**src/inc/timer16_pkg.sv**
```systemverilog
package timer16_pkg;
  localparam logic [7:0]  TIMER_CONTROL_A_ADDR = 8'h80;
  localparam logic [7:0]  TIMER_CONTROL_B_ADDR = 8'h81;
  localparam logic [7:0]  COMPARE_A_LO_ADDR    = 8'h88;
  localparam logic [7:0]  COMPARE_A_HI_ADDR    = 8'h89;
  localparam logic [7:0]  COMPARE_B_LO_ADDR    = 8'h8A;
  localparam logic [7:0]  COMPARE_B_HI_ADDR    = 8'h8B;
  localparam logic [7:0]  CAPTURE_LO_ADDR      = 8'h86;
  localparam logic [7:0]  CAPTURE_HI_ADDR      = 8'h87;
  localparam logic [7:0]  COUNT_LO_ADDR        = 8'h84;
  localparam logic [7:0]  COUNT_HI_ADDR        = 8'h85;
  localparam logic [7:0]  STATUS_ADDR          = 8'h8C;
  localparam logic [7:0]  CTRL_RESET           = 8'h00;
  localparam logic [7:0]  CTRL_A_MASK          = 8'hF3;
  localparam logic [7:0]  CTRL_B_MASK          = 8'hDF;
  localparam int          CHAN_A_MODE_HI       = 7;
  localparam int          CHAN_B_MODE_HI       = 5;
  localparam int          FILTER_EN_BIT        = 7;
  localparam int          EDGE_SEL_BIT         = 6;
  localparam logic [15:0] MAX_VALUE            = 16'hFFFF;
  localparam logic [15:0] TOP_8BIT             = 16'h00FF;
  localparam logic [15:0] TOP_9BIT             = 16'h01FF;
  localparam logic [15:0] TOP_10BIT            = 16'h03FF;
  localparam logic [15:0] BOTTOM_VALUE         = 16'h0000;
  localparam int          FILTER_SAMPLES       = 4;
  localparam logic [9:0]  DIV_8_MASK           = 10'h007;
  localparam logic [9:0]  DIV_64_MASK          = 10'h03F;
  localparam logic [9:0]  DIV_256_MASK         = 10'h0FF;
  localparam logic [9:0]  DIV_1024_MASK        = 10'h3FF;

  typedef enum logic [2:0] {
    CS_STOP   = 3'b000,
    CS_DIV1   = 3'b001,
    CS_DIV8   = 3'b010,
    CS_DIV64  = 3'b011,
    CS_DIV256 = 3'b100,
    CS_DIV1K  = 3'b101,
    CS_EXT_FALL = 3'b110,
    CS_EXT_RISE = 3'b111
  } clock_select_e;

  typedef enum logic [1:0] {
    SEQ_NORMAL = 2'b00,
    SEQ_CTC    = 2'b01,
    SEQ_FAST   = 2'b10,
    SEQ_DUAL   = 2'b11
  } seq_kind_e;

  typedef enum logic [1:0] {
    TOPSRC_FIXED   = 2'b00,
    TOPSRC_COMPARE = 2'b01,
    TOPSRC_CAPTURE = 2'b10
  } top_src_e;

  typedef enum logic [1:0] {
    UPD_IMMEDIATE = 2'b00,
    UPD_TOP       = 2'b01,
    UPD_BOTTOM    = 2'b10
  } update_pt_e;
endpackage : timer16_pkg

```
**src/hw/timer16_waveform_control.sv**
```systemverilog
`timescale 1ns/10ps
`default_nettype none
// Notes on behaviour
// - synchronous except the asynchronous reset; timer tick is a one-cycle count enable only
// - phase-and-frequency-correct modes load compare buffers at BOTTOM
// - nonzero channel output field routes waveform onto pin
// - pin driven only when the port direction bit is set
// - non-PWM: 00 off, 01 toggle, 10 clear, 11 set on match
// - fast PWM 01 toggles A only in modes 14/15, B off
// - fast PWM 10 clear on match set at BOTTOM; 11 inverse
// - fast PWM 10/11 with compare equal TOP ignores match, BOTTOM action kept
// - dual-slope 01 toggles A only in modes 9/11, B off
// - dual-slope 10 clear up-match, set down-match; 11 inverse
// - mode = control B bits 4:3 over control A bits 1:0
// - modes 0,4,12: free/CTC, immediate update, flag at MAX
// - modes 1-3 phase-correct with TOP FF/1FF/3FF, update TOP
// - modes 5-7 fast PWM fixed TOP, update BOTTOM, flag TOP
// - modes 8,9 phase-freq-correct, TOP capture/compare A, BOTTOM
// - 10,11 phase-correct; 14,15 fast PWM; 13 reserved
// - control B bit 7 enables capture input noise filter
// - filter needs four equal samples, delaying capture five cycles
// - clock select: stop, div 1/8/64/256/1024, external fall/rise
// - capture pin disconnected when capture register is TOP
module timer16_waveform_control
  import timer16_pkg::*;
#(
  parameter int PRESCALE_W = 10
) (
  input  wire logic       clock_i,
  input  wire logic       rst_i,
  input  wire logic [7:0] addr_i,
  input  wire logic [7:0] wdata_i,
  input  wire logic       wr_i,
  input  wire logic       rd_i,
  output logic      [7:0] rdata_o,
  input  wire logic       ext_clock_pin_i,
  input  wire logic       capture_pin_i,
  input  wire logic       chan_a_dir_i,
  input  wire logic       chan_b_dir_i,
  output logic            chan_a_wave_out_o,
  output logic            chan_a_wave_oe_o,
  output logic            chan_b_wave_out_o,
  output logic            chan_b_wave_oe_o,
  output logic            overflow_flag_o,
  output logic            compare_match_a_o,
  output logic            compare_match_b_o,
  output logic            capture_event_o
);

  typedef struct packed {
    logic [7:0]            ctrl_a;
    logic [7:0]            ctrl_b;
    logic [15:0]           count;
    logic                  down;
    logic [15:0]           cmp_buf_a;
    logic [15:0]           cmp_buf_b;
    logic [15:0]           cmp_a;
    logic [15:0]           cmp_b;
    logic [15:0]           capture;
    logic [7:0]            temp;
    logic [PRESCALE_W-1:0] prescale;
    logic                  ext_prev;
    logic [FILTER_SAMPLES-1:0] filt_hist;
    logic                  filt_out;
    logic                  cap_prev;
    logic [1:0]            wave;
    logic [3:0]            events;
    logic [7:0]            rdata;
  } state_s;

  state_s st_r, st_nxt;

  logic [3:0]    wave_mode;
  seq_kind_e     seq;
  top_src_e      top_src;
  update_pt_e    upd_pt;
  logic [15:0]   top_val;
  logic          tick;
  logic          at_top, at_bottom, at_max;
  logic [15:0]   cmp_v [2];
  logic [1:0]    chan_mode [2];
  logic [1:0]    match;
  logic [1:0]    wave_nxt;
  logic [1:0]    route_en;
  logic          cap_src, cap_edge, ovf_evt;

  assign wave_mode = {st_r.ctrl_b[4:3], st_r.ctrl_a[1:0]};
  assign cmp_v[0]  = st_r.cmp_a;
  assign cmp_v[1]  = st_r.cmp_b;
  assign chan_mode[0] = st_r.ctrl_a[CHAN_A_MODE_HI -: 2];
  assign chan_mode[1] = st_r.ctrl_a[CHAN_B_MODE_HI -: 2];

  // mode table
  always_comb begin
    seq     = SEQ_NORMAL;
    top_src = TOPSRC_FIXED;
    upd_pt  = UPD_IMMEDIATE;
    top_val = MAX_VALUE;
    case (wave_mode)
      4'h0: begin
        seq = SEQ_NORMAL;
      end
      4'h1, 4'h2, 4'h3: begin
        seq    = SEQ_DUAL;
        upd_pt = UPD_TOP;
      end
      4'h4: begin
        seq     = SEQ_CTC;
        top_src = TOPSRC_COMPARE;
      end
      4'h5, 4'h6, 4'h7: begin
        seq    = SEQ_FAST;
        upd_pt = UPD_BOTTOM;
      end
      4'h8, 4'h9: begin
        seq     = SEQ_DUAL;
        upd_pt  = UPD_BOTTOM;
        top_src = wave_mode[0] ? TOPSRC_COMPARE : TOPSRC_CAPTURE;
      end
      4'hA, 4'hB: begin
        seq     = SEQ_DUAL;
        upd_pt  = UPD_TOP;
        top_src = wave_mode[0] ? TOPSRC_COMPARE : TOPSRC_CAPTURE;
      end
      4'hC: begin
        seq     = SEQ_CTC;
        top_src = TOPSRC_CAPTURE;
      end
      4'hD: begin
        seq = SEQ_NORMAL;
      end
      4'hE, 4'hF: begin
        seq     = SEQ_FAST;
        upd_pt  = UPD_BOTTOM;
        top_src = wave_mode[0] ? TOPSRC_COMPARE : TOPSRC_CAPTURE;
      end
      default: seq = SEQ_NORMAL;
    endcase
    case (top_src)
      TOPSRC_COMPARE: top_val = st_r.cmp_a;
      TOPSRC_CAPTURE: top_val = st_r.capture;
      default: begin
        case (wave_mode[1:0])
          2'b01:   top_val = TOP_8BIT;
          2'b10:   top_val = TOP_9BIT;
          2'b11:   top_val = TOP_10BIT;
          default: top_val = MAX_VALUE;
        endcase
      end
    endcase
  end

  // count enable from prescaler or external pin edge
  always_comb begin
    case (clock_select_e'(st_r.ctrl_b[2:0]))
      CS_STOP:   tick = 1'b0;
      CS_DIV1:   tick = 1'b1;
      CS_DIV8:   tick = (st_r.prescale[9:0] & DIV_8_MASK) == DIV_8_MASK;
      CS_DIV64:  tick = (st_r.prescale[9:0] & DIV_64_MASK) == DIV_64_MASK;
      CS_DIV256: tick = (st_r.prescale[9:0] & DIV_256_MASK) == DIV_256_MASK;
      CS_DIV1K:  tick = st_r.prescale[9:0] == DIV_1024_MASK;
      CS_EXT_FALL: tick = st_r.ext_prev & ~ext_clock_pin_i;
      CS_EXT_RISE: tick = ~st_r.ext_prev & ext_clock_pin_i;
      default:   tick = 1'b0;
    endcase
  end

  assign at_top    = st_r.count == top_val;
  assign at_bottom = st_r.count == BOTTOM_VALUE;
  assign at_max    = st_r.count == MAX_VALUE;

  // per-channel compare output decode
  genvar gi;
  generate
    for (gi = 0; gi < 2; gi++) begin : g_chan
      always_comb begin
        logic cm;
        logic w;
        cm = 1'b0;
        w  = st_r.wave[gi];
        cm = tick && st_r.count == cmp_v[gi];
        case (seq)
          SEQ_FAST: begin
            if (chan_mode[gi][1] && cmp_v[gi] == top_val)
              cm = 1'b0;
            if (chan_mode[gi] == 2'b01) begin
              if (gi == 0 && wave_mode[3:1] == 3'b111 && cm)
                w = ~w;
            end else if (chan_mode[gi][1]) begin
              if (tick && at_top)
                w = ~chan_mode[gi][0];
              else if (cm)
                w = chan_mode[gi][0];
            end
          end
          SEQ_DUAL: begin
            if (chan_mode[gi] == 2'b01) begin
              if (gi == 0 && wave_mode[3] && wave_mode[0] && cm)
                w = ~w;
            end else if (chan_mode[gi][1] && cm) begin
              w = chan_mode[gi][0] ^ st_r.down;
            end
          end
          default: begin
            if (cm) begin
              case (chan_mode[gi])
                2'b01:   w = ~w;
                2'b10:   w = 1'b0;
                2'b11:   w = 1'b1;
                default: w = st_r.wave[gi];
              endcase
            end
          end
        endcase
        match[gi]    = cm;
        wave_nxt[gi] = w;
      end
      assign route_en[gi] = chan_mode[gi] != 2'b00;
    end
  endgenerate

  // capture filter and edge
  always_comb begin
    cap_src = st_r.ctrl_b[FILTER_EN_BIT] ? st_r.filt_out
                                         : capture_pin_i;
    cap_edge = (cap_src != st_r.cap_prev) &&
               (cap_src == st_r.ctrl_b[EDGE_SEL_BIT]) &&
               top_src != TOPSRC_CAPTURE;
  end

  always_comb begin
    st_nxt = st_r;
    ovf_evt = 1'b0;
    st_nxt.prescale = st_r.prescale + 1'b1;
    st_nxt.ext_prev = ext_clock_pin_i;
    st_nxt.filt_hist = {st_r.filt_hist[FILTER_SAMPLES-2:0], capture_pin_i};
    if (&st_r.filt_hist || ~|st_r.filt_hist)
      st_nxt.filt_out = st_r.filt_hist[0];
    st_nxt.cap_prev = cap_src;
    if (cap_edge)
      st_nxt.capture = st_r.count;
    st_nxt.wave = wave_nxt;
    if (tick) begin
      case (seq)
        SEQ_DUAL: begin
          if (at_top) begin
            st_nxt.down  = 1'b1;
            st_nxt.count = st_r.count - 1'b1;
          end else if (at_bottom) begin
            st_nxt.down  = 1'b0;
            st_nxt.count = st_r.count + 1'b1;
            ovf_evt      = 1'b1;
          end else begin
            st_nxt.count = st_r.down ? st_r.count - 1'b1 : st_r.count + 1'b1;
          end
        end
        SEQ_FAST, SEQ_CTC: begin
          st_nxt.down  = 1'b0;
          st_nxt.count = at_top ? BOTTOM_VALUE : st_r.count + 1'b1;
          ovf_evt      = seq == SEQ_FAST ? at_top : at_max;
        end
        default: begin
          st_nxt.down  = 1'b0;
          st_nxt.count = st_r.count + 1'b1;
          ovf_evt      = at_max;
        end
      endcase
      if ((upd_pt == UPD_TOP && at_top) ||
          (upd_pt == UPD_BOTTOM && (seq == SEQ_FAST ? at_top : at_bottom)))
      begin
        st_nxt.cmp_a = st_r.cmp_buf_a;
        st_nxt.cmp_b = st_r.cmp_buf_b;
      end
    end
    if (upd_pt == UPD_IMMEDIATE) begin
      st_nxt.cmp_a = st_r.cmp_buf_a;
      st_nxt.cmp_b = st_r.cmp_buf_b;
    end
    st_nxt.events = {cap_edge, match[1], match[0], ovf_evt};
    st_nxt.rdata = 8'h00;
    if (rd_i) begin
      case (addr_i)
        TIMER_CONTROL_A_ADDR: st_nxt.rdata = st_r.ctrl_a;
        TIMER_CONTROL_B_ADDR: st_nxt.rdata = st_r.ctrl_b;
        COUNT_LO_ADDR: begin
          st_nxt.rdata = st_r.count[7:0];
          st_nxt.temp  = st_r.count[15:8];
        end
        CAPTURE_LO_ADDR: begin
          st_nxt.rdata = st_r.capture[7:0];
          st_nxt.temp  = st_r.capture[15:8];
        end
        COUNT_HI_ADDR, CAPTURE_HI_ADDR: st_nxt.rdata = st_r.temp;
        COMPARE_A_LO_ADDR: st_nxt.rdata = st_r.cmp_buf_a[7:0];
        COMPARE_A_HI_ADDR: st_nxt.rdata = st_r.cmp_buf_a[15:8];
        COMPARE_B_LO_ADDR: st_nxt.rdata = st_r.cmp_buf_b[7:0];
        COMPARE_B_HI_ADDR: st_nxt.rdata = st_r.cmp_buf_b[15:8];
        STATUS_ADDR: st_nxt.rdata = {3'h0, st_r.down, st_r.events};
        default: st_nxt.rdata = 8'h00;
      endcase
    end
    if (wr_i) begin
      case (addr_i)
        TIMER_CONTROL_A_ADDR: st_nxt.ctrl_a = wdata_i & CTRL_A_MASK;
        TIMER_CONTROL_B_ADDR: st_nxt.ctrl_b = wdata_i & CTRL_B_MASK;
        COUNT_HI_ADDR, CAPTURE_HI_ADDR, COMPARE_A_HI_ADDR,
        COMPARE_B_HI_ADDR: st_nxt.temp = wdata_i;
        COUNT_LO_ADDR:     st_nxt.count = {st_r.temp, wdata_i};
        CAPTURE_LO_ADDR:   st_nxt.capture = {st_r.temp, wdata_i};
        COMPARE_A_LO_ADDR: st_nxt.cmp_buf_a = {st_r.temp, wdata_i};
        COMPARE_B_LO_ADDR: st_nxt.cmp_buf_b = {st_r.temp, wdata_i};
        default: ;
      endcase
    end
  end

  always_ff @(posedge clock_i or posedge rst_i) begin
    if (rst_i) begin
      st_r <= '0;
    end else begin
      st_r <= st_nxt;
    end
  end

  assign rdata_o           = st_r.rdata;
  assign chan_a_wave_out_o = st_r.wave[0];
  assign chan_b_wave_out_o = st_r.wave[1];
  assign chan_a_wave_oe_o  = route_en[0] & chan_a_dir_i;
  assign chan_b_wave_oe_o  = route_en[1] & chan_b_dir_i;
  assign overflow_flag_o   = st_r.events[0];
  assign compare_match_a_o = st_r.events[1];
  assign compare_match_b_o = st_r.events[2];
  assign capture_event_o   = st_r.events[3];

  a_filter_delay: assert property (
    @(posedge clock_i) disable iff (rst_i)
    (st_r.ctrl_b[FILTER_EN_BIT] && $stable(st_r.ctrl_b) &&
     (&st_r.filt_hist) && !st_r.filt_out) |=> st_r.filt_out)
    else $error("filter output did not follow four equal samples");

  a_oe_needs_dir: assert property (
    @(posedge clock_i) disable iff (rst_i)
    !chan_a_dir_i |-> !chan_a_wave_oe_o)
    else $error("channel a driven without direction bit");

  a_route_on_mode: assert property (
    @(posedge clock_i) disable iff (rst_i)
    (chan_mode[1] != 2'b00 && chan_b_dir_i) |-> chan_b_wave_oe_o)
    else $error("channel b not routed");

  a_stop_holds: assert property (
    @(posedge clock_i) disable iff (rst_i)
    (st_r.ctrl_b[2:0] == 3'b000 && !wr_i) |=> $stable(st_r.count))
    else $error("counter moved while stopped");

  a_capture_off: assert property (
    @(posedge clock_i) disable iff (rst_i)
    (top_src == TOPSRC_CAPTURE) |=> !capture_event_o)
    else $error("capture while capture register is top");

  a_nonpwm_clear: assert property (
    @(posedge clock_i) disable iff (rst_i)
    (seq == SEQ_NORMAL && chan_mode[0] == 2'b10 && match[0])
      |=> !chan_a_wave_out_o)
    else $error("clear on match failed");

  a_dual_down: assert property (
    @(posedge clock_i) disable iff (rst_i)
    (seq == SEQ_DUAL && chan_mode[0] == 2'b10 && match[0] && st_r.down)
      |=> chan_a_wave_out_o)
    else $error("down-count match did not set output");

  a_fast_bottom: assert property (
    @(posedge clock_i) disable iff (rst_i)
    (seq == SEQ_FAST && chan_mode[1] == 2'b11 && tick && at_top)
      |=> !chan_b_wave_out_o)
    else $error("inverting fast pwm not cleared at bottom");

endmodule : timer16_waveform_control
`default_nettype wire

```
**config.mk**
```make
export PLATFORM = sky130hd
export DESIGN_NAME = timer16_waveform_control
export DESIGN_NICKNAME = d
export VERILOG_FILES = /design/src/inc/timer16_pkg.sv /design/src/hw/timer16_waveform_control.sv
export SDC_FILE = /design/constraint.sdc
export NUM_CORES = 1
export LEC_CHECK = 0
export ABC_CLOCK_PERIOD_IN_PS = 6100
export BUFFER_PORTS_ARGS = -buffer_cell sky130_fd_sc_hd__buf_4
export CORE_ASPECT_RATIO = 1.5
export CORE_MARGIN = 2
export CORE_UTILIZATION = 50
export DETAILED_ROUTE_END_ITERATION = 8
export GPL_TIMING_DRIVEN = 0
export PLACE_DENSITY = 0.66
export SLEW_MARGIN = 10
export SYNTH_ARGS = -nofsm -noshare
export SYNTH_HDL_FRONTEND = slang
export SYNTH_SLANG_ARGS = --single-unit
export TNS_END_PERCENT = 5
```
**constraint.sdc**
```tcl
create_clock -name clock_i -period 6.1 [get_ports clock_i]
set_clock_uncertainty 0.1 [all_clocks]
set_input_delay 1.22 -clock clock_i [delete_from_list [all_inputs] [get_ports clock_i]]
set_output_delay 1.22 -clock clock_i [all_outputs]
set_load 0.03 [all_outputs]
```
# After elaboration in Yosys (flattened, before gate mapping)

Index checks and enable logic that the tools add are counted.
W data, S select, Z words.

Register bits: 149
Output and inout bits: 16
Logic and storage cells: 217

Add/subtract/negate cells: 3
Eq/ne operators: 74
Multiplexer cells: 60
Bitwise logic cells: 12
Reduce and logical (&&, ||, !) cells: 49

Operators by type and width:

| cell                    | count |
|---|---|
| $mux W16                | 7 |
| $eq A8 B8 Y1 const B    | 12 |
| $mux W32                | 3 |
| $eq A16 B16 Y1          | 5 |
| $pmux W8 S10            | 1 |
| $pmux W16 S3            | 1 |
| $mux W17                | 2 |
| $pmux W17 S2            | 1 |
| $eq A4 B4 Y1 const B    | 8 |
| $pmux W16 S2            | 1 |
| $mux W1                 | 29 |
| $mux W24                | 1 |
| $mux W8                 | 3 |
| $eq A2 B2 Y1 const B    | 10 |
| $eq A3 B3 Y1 const B    | 6 |
| $ne A3 B3 Y1 const B    | 6 |
| $add A16 B1 Y16 const B | 1 |
| $eq A16 B16 Y1 const B  | 1 |
| $eq A4 B3 Y1 const B    | 4 |
| $logic_not A16 Y1       | 1 |
| $pmux W8 S2             | 1 |
| $sub A16 B1 Y16 const B | 1 |
| $logic_and A1 B1 Y1     | 14 |
| $reduce_and A7 Y1       | 2 |
| 37 further kinds        | 77 |

# Logic depth before layout (Yosys ltp)

Word-level depth: 14
Mapped depth: 21
Mapped depth without buffers: 17

# Worst setup path before layout

OpenSTA, ideal clock, no wires.

Kind: register to register
Start: register st_r[144] (netlist name)
End: register st_r[123] (netlist name)
Arrival: 4.185 ns
Data required time: 5.920 ns
Setup slack: 1.736 ns
Stages on the path, launching flop included: 18
Buffers on the path: 2
Path through: dfrtp_1 inv_1 ha_1 nor2_1 nor2_1 o311ai_0 o21ai_0 ha_1 buf_2 a221oi_1 xnor2_1 or4_1 nor4_2 and3_1 buf_6 mux2_2 a2111oi_0 a2bb2oi_1

RTL lines:

| element                  | RTL line                        | text |
|---|---|---|
| start: declaration       | timer16_waveform_control.sv:71  | `state_s st_r, st_nxt;` |
| start signal: assignment | timer16_waveform_control.sv:321 | `st_r <= st_nxt;` |

# Final worst setup path

Start: register st_r[144] (netlist name)
End: register st_r, in the netlist cmp_v[31]

Cells in the longest elaborated chain, start to end: 11
Elaborated cells on any way between the ends: 47
Classes of those cells: 24 x eq/ne; 8 x mux; 15 x reduce/logical

Ends and longest elaborated chain:

| element                                             | RTL line                        | text |
|---|---|---|
| $eq A4 B4 Y1                                        | timer16_waveform_control.sv:99  | `case (wave_mode)` |
| $reduce_or A6 Y1 (no line)                          | n/a                             |  |
| $pmux W2 S3                                         | timer16_waveform_control.sv:99  |  |
| $eq A2 B2 Y1 / $eq A2 B1 Y1 (equally long branches) | timer16_waveform_control.sv:139 | `case (top_src)` |
| $pmux W16 S2                                        | timer16_waveform_control.sv:139 |  |
| $eq A16 B16 Y1                                      | timer16_waveform_control.sv:168 | `assign at_top = st_r.count == top_val;` |
| $mux W1                                             | timer16_waveform_control.sv:269 | `(upd_pt == UPD_BOTTOM && (seq == SEQ_FAST ? at_top : at_bottom)))` |
| $logic_and A1 B1 Y1                                 | timer16_waveform_control.sv:269 |  |
| $logic_or A1 B1 Y1                                  | timer16_waveform_control.sv:268 | `if ((upd_pt == UPD_TOP && at_top) \|\|` |
| $reduce_bool A2 Y1 (no line)                        | n/a                             |  |
| $reduce_and A2 Y1 (no line)                         | n/a                             |  |

Parallel ways exist; a longest one is shown, timed or not.
A chain may end at the register's enable or synchronous reset.

==> results.py <==
metrics = {
    "global_routing": {
        "antenna_found_initial": 0,
        "grt_start_max_net_pins": 77,
        "grt_pass1_vias": 8330,
        "grt_pass1_wl_um": 51300,
        "overflow": 0,
        "globalRouteTotalUtil_pct": 33.8,
    },
    "logic_synthesis": {
        "synth_ff_type": "dfrtp_1",
        "synth_seq_cells": 149,
        "synth_area_leaders": "dfrtp_1 39%, mux2_2 9.4%, xor2_1 5.1%, nand2_1 4.1%, o21ai_0 3.5%",
        "syn_nets": 1057,
        "ys_seq_area_share_pct": 38.6,
        "syn_area_um2": 9660,
        "yosys_warnings": 0,
        "avgSynthCellArea_um2": 9.48,
        "netlist_instances": 1019,
        "synth_top_area_share_pct": 38.6,
        "synth.distinct_cells": 72,
        "synthArstFlopShare_pct": 100,
        "synth_edf_count": 0,
        "synth_top_cell_by_area": "dfrtp_1",
    },
    "detailed_routing": {
        "ant_nets": 0,
        "avgViaCountPerCell": 6.46,
        "vias": 8682,
        "first_pass_iters": 6,
        "post_drt_wl_per_cell_um": 25.6,
        "drt-total-wl_um": 34400,
        "drtIter0Drc": 1220,
        "route.detailed.drc": 0,
    },
    "floorplan": {
        "core.rowCount": 62,
        "die-area_um2": 20500,
        "start_util_pct": 50.6,
        "die_h_um": 174,
        "ios": 40,
        "dieWidth_um": 118,
        "fp.coreArea_um2": 19100,
    },
    "outcome": {
        "status": "finished clean",
    },
    "clock_network": {
        "cts_hold_buf": 0,
        "cts_tree": "done",
        "numCtsBuffers": 17,
        "clockBufferDepth": 2,
        "htreeDepth": 4,
        "clock-root-buffer": "clkbuf_16",
        "postCtsSetupRepairBufs": 0,
        "clock-sinks": 149,
        "clk_latency_ns": 0.44,
        "clkTransAtPathRegs_ns": 0.07,
    },
    "worst_setup_path": {
        "cp.required_ns": 6.31,
        "start_kind": "flop",
        "crit_type": "reg2reg",
        "arrival_ns": 6.16,
        "endpoint_kind": "flop",
        "worstPathMaxFanout": 11,
    },
    "power": {
        "internal_power_w": 0.00208,
        "clockPowerShare_pct": 30.8,
        "peakVddDrop_uv": 274,
        "pwr_density_cell_nw_per_um2": 311,
        "power_frac_comb_pct": 30.4,
        "leakagePower_nw": 4.71,
        "power.share.sequential_pct": 38.8,
        "switchingPower_w": 0.00131,
        "p_sw_share_pct": 38.7,
    },
    "timing": {
        "tightest_slew_ns": 1.20,
        "hold_viol": 0,
        "hold_ws_ns": 0.284,
        "maxSlewViolCount": 0,
        "fmax_mhz": 168,
        "slew-limit-headroom_pct": 19.4,
        "setup_tns_ns": 0,
        "worst_slack_ns": 0.153,
        "layout_min_cycle_time_ns": 5.95,
        "post-route-period-util_pct": 97.5,
        "setup_viol_count_final": 0,
    },
    "placement": {
        "post-place-ws_ns": 0.0514,
        "place_area_um2": 10300,
        "gp_congestion": 0.980,
        "dp_hpwl_um": 25700,
        "port_buffers": 36,
    },
    "cells_and_area": {
        "final_cell_mix": "149 x dfrtp_1, 106 x nand2_1, 81 x mux2_2",
        "post-route-util_pct": 57.1,
        "nets": 1115,
        "layout-drive-gt1-share_pct": 19.0,
        "area_growth_pct": 12.8,
        "layout_commonest_cell": "dfrtp_1",
        "postLayoutCellArea_um2": 10900,
        "num_antenna_cells": 0,
    },
    "worst_hold_path": {
        "hp-class": "reg2reg",
    },
    "flow_run": {
        "cap_violations": 0,
    },
}
## power by group through the flow
| stage | sequential [W] | clock [W] | combinational [W] |
|---|---|---|---|
| global placement | 0.00132 | 0 | 0.000988 |
| floorplan | 0.00121 | 0 | 0.000720 |
| CTS | 0.00131 | 0.00106 | 0.00100 |
| global route | 0.00132 | 0.00110 | 0.00111 |
| detailed placement | 0.00132 | 0 | 0.00100 |
| finish | 0.00132 | 0.00104 | 0.00103 |
## synthesized netlist by cell type, types with 17 or more instances
cell type / instances
nor2_1: 49
a22oi_1: 21
a221oi_1: 20
mux2_2: 81
xnor2_1: 31
clkbuf_1: 51
nor3_1: 18
nand2_1: 106
dfrtp_1: 149
nand3_1: 17
mux2i_1: 22
xor2_1: 56
o21ai_0: 68
inv_1: 33
nor4_1: 17
a21oi_1: 38
## cells by family after synthesis
kind of cell    share of synthesized area (%)
xor+xnor                                 7.89
flops                                    38.6
mux                                      13.3
simple gates                             14.4
fa+ha+maj                                1.81
buf+inv                                  5.36
compound gates                           18.7
## metal layers
metal	vias to the layer above	part of all wire, %	global-route usage, %
met4	0	7.6	22.3
met2	431	48	56.0
li1	3838	-	-
met5	-	0	0
met3	130	6.5	5.81
met1	4283	38	40.3
## path summary, 6_finish.rpt
path	start	cells past startpoint	endpoint	slack [ns]
worst max-delay path	st_r[144]$_DFFE_PP0P_	18	cmp_v[31]$_DFFE_PP0P_	0.15
worst min-delay path	st_nxt[17]$_DFF_PP0_	0	st_nxt[18]$_DFF_PP0_	0.28
worst max register to register	st_r[144]$_DFFE_PP0P_	18	cmp_v[31]$_DFFE_PP0P_	0.15
worst min register to register	st_nxt[17]$_DFF_PP0_	0	st_nxt[18]$_DFF_PP0_	0.28
max in group asynchronous	rst_i	3	st_r[37]$_DFF_PP0_	4.40
min in group asynchronous	rst_i	2	cmp_v[21]$_DFFE_PP0P_	0.74
## critical path, cell delays in order, from the launching register on
cell,delay [ns]
dfrtp_1,0.59
inv_1,0.17
ha_1,0.26
nor2_1,0.34
a21oi_1,0.11
o21ai_0,0.43
inv_1,0.10
ha_1,0.21
buf_2,0.18
a221oi_1,0.58
xnor2_1,0.17
nor4_1,0.41
nand2_1,0.13
nor4_2,0.52
nand2_1,0.18
o32ai_1,0.15
a22o_1,0.44
buf_2,0.37
mux2_2,0.37
## registers in the layout, indices dropped and copies added, names as in the netlist
signal / cells
chan_mode: 4
st_nxt: 3
chan_b_wave_out_o: 1
st_r: 96
compare_match_a_o: 1
compare_match_b_o: 1
capture_event_o: 1
rdata_o: 8
chan_a_wave_out_o: 1
overflow_flag_o: 1
cmp_v: 32
## stage by stage
step | power [W] | instances
floorplan | 0.00193 | 1019
global placement | 0.00231 | 1311
detailed placement | 0.00232 | 1314
CTS | 0.00336 | 1344
global route | 0.00353 | 1344
finish | 0.00339 | 1344
## repair_timing
item,CTS,global route
gates resized for setup,0,5
hold endpoints to repair,0,0
endpoints found under the setup margin,0,30
## area by class of cell
cell class                      instances  area, um^2
Clock buffer                           18         439
Inverter                               33         131
Multi-Input combinational cell        752        5450
Fill cell                            1762        8180
Clock inverter                         12         131
Timing Repair Buffer                   39         308
Sequential cell                       149        3730
Tap cell                              256         320
Buffer                                 85         395
(Power assumes the default switching activity.)
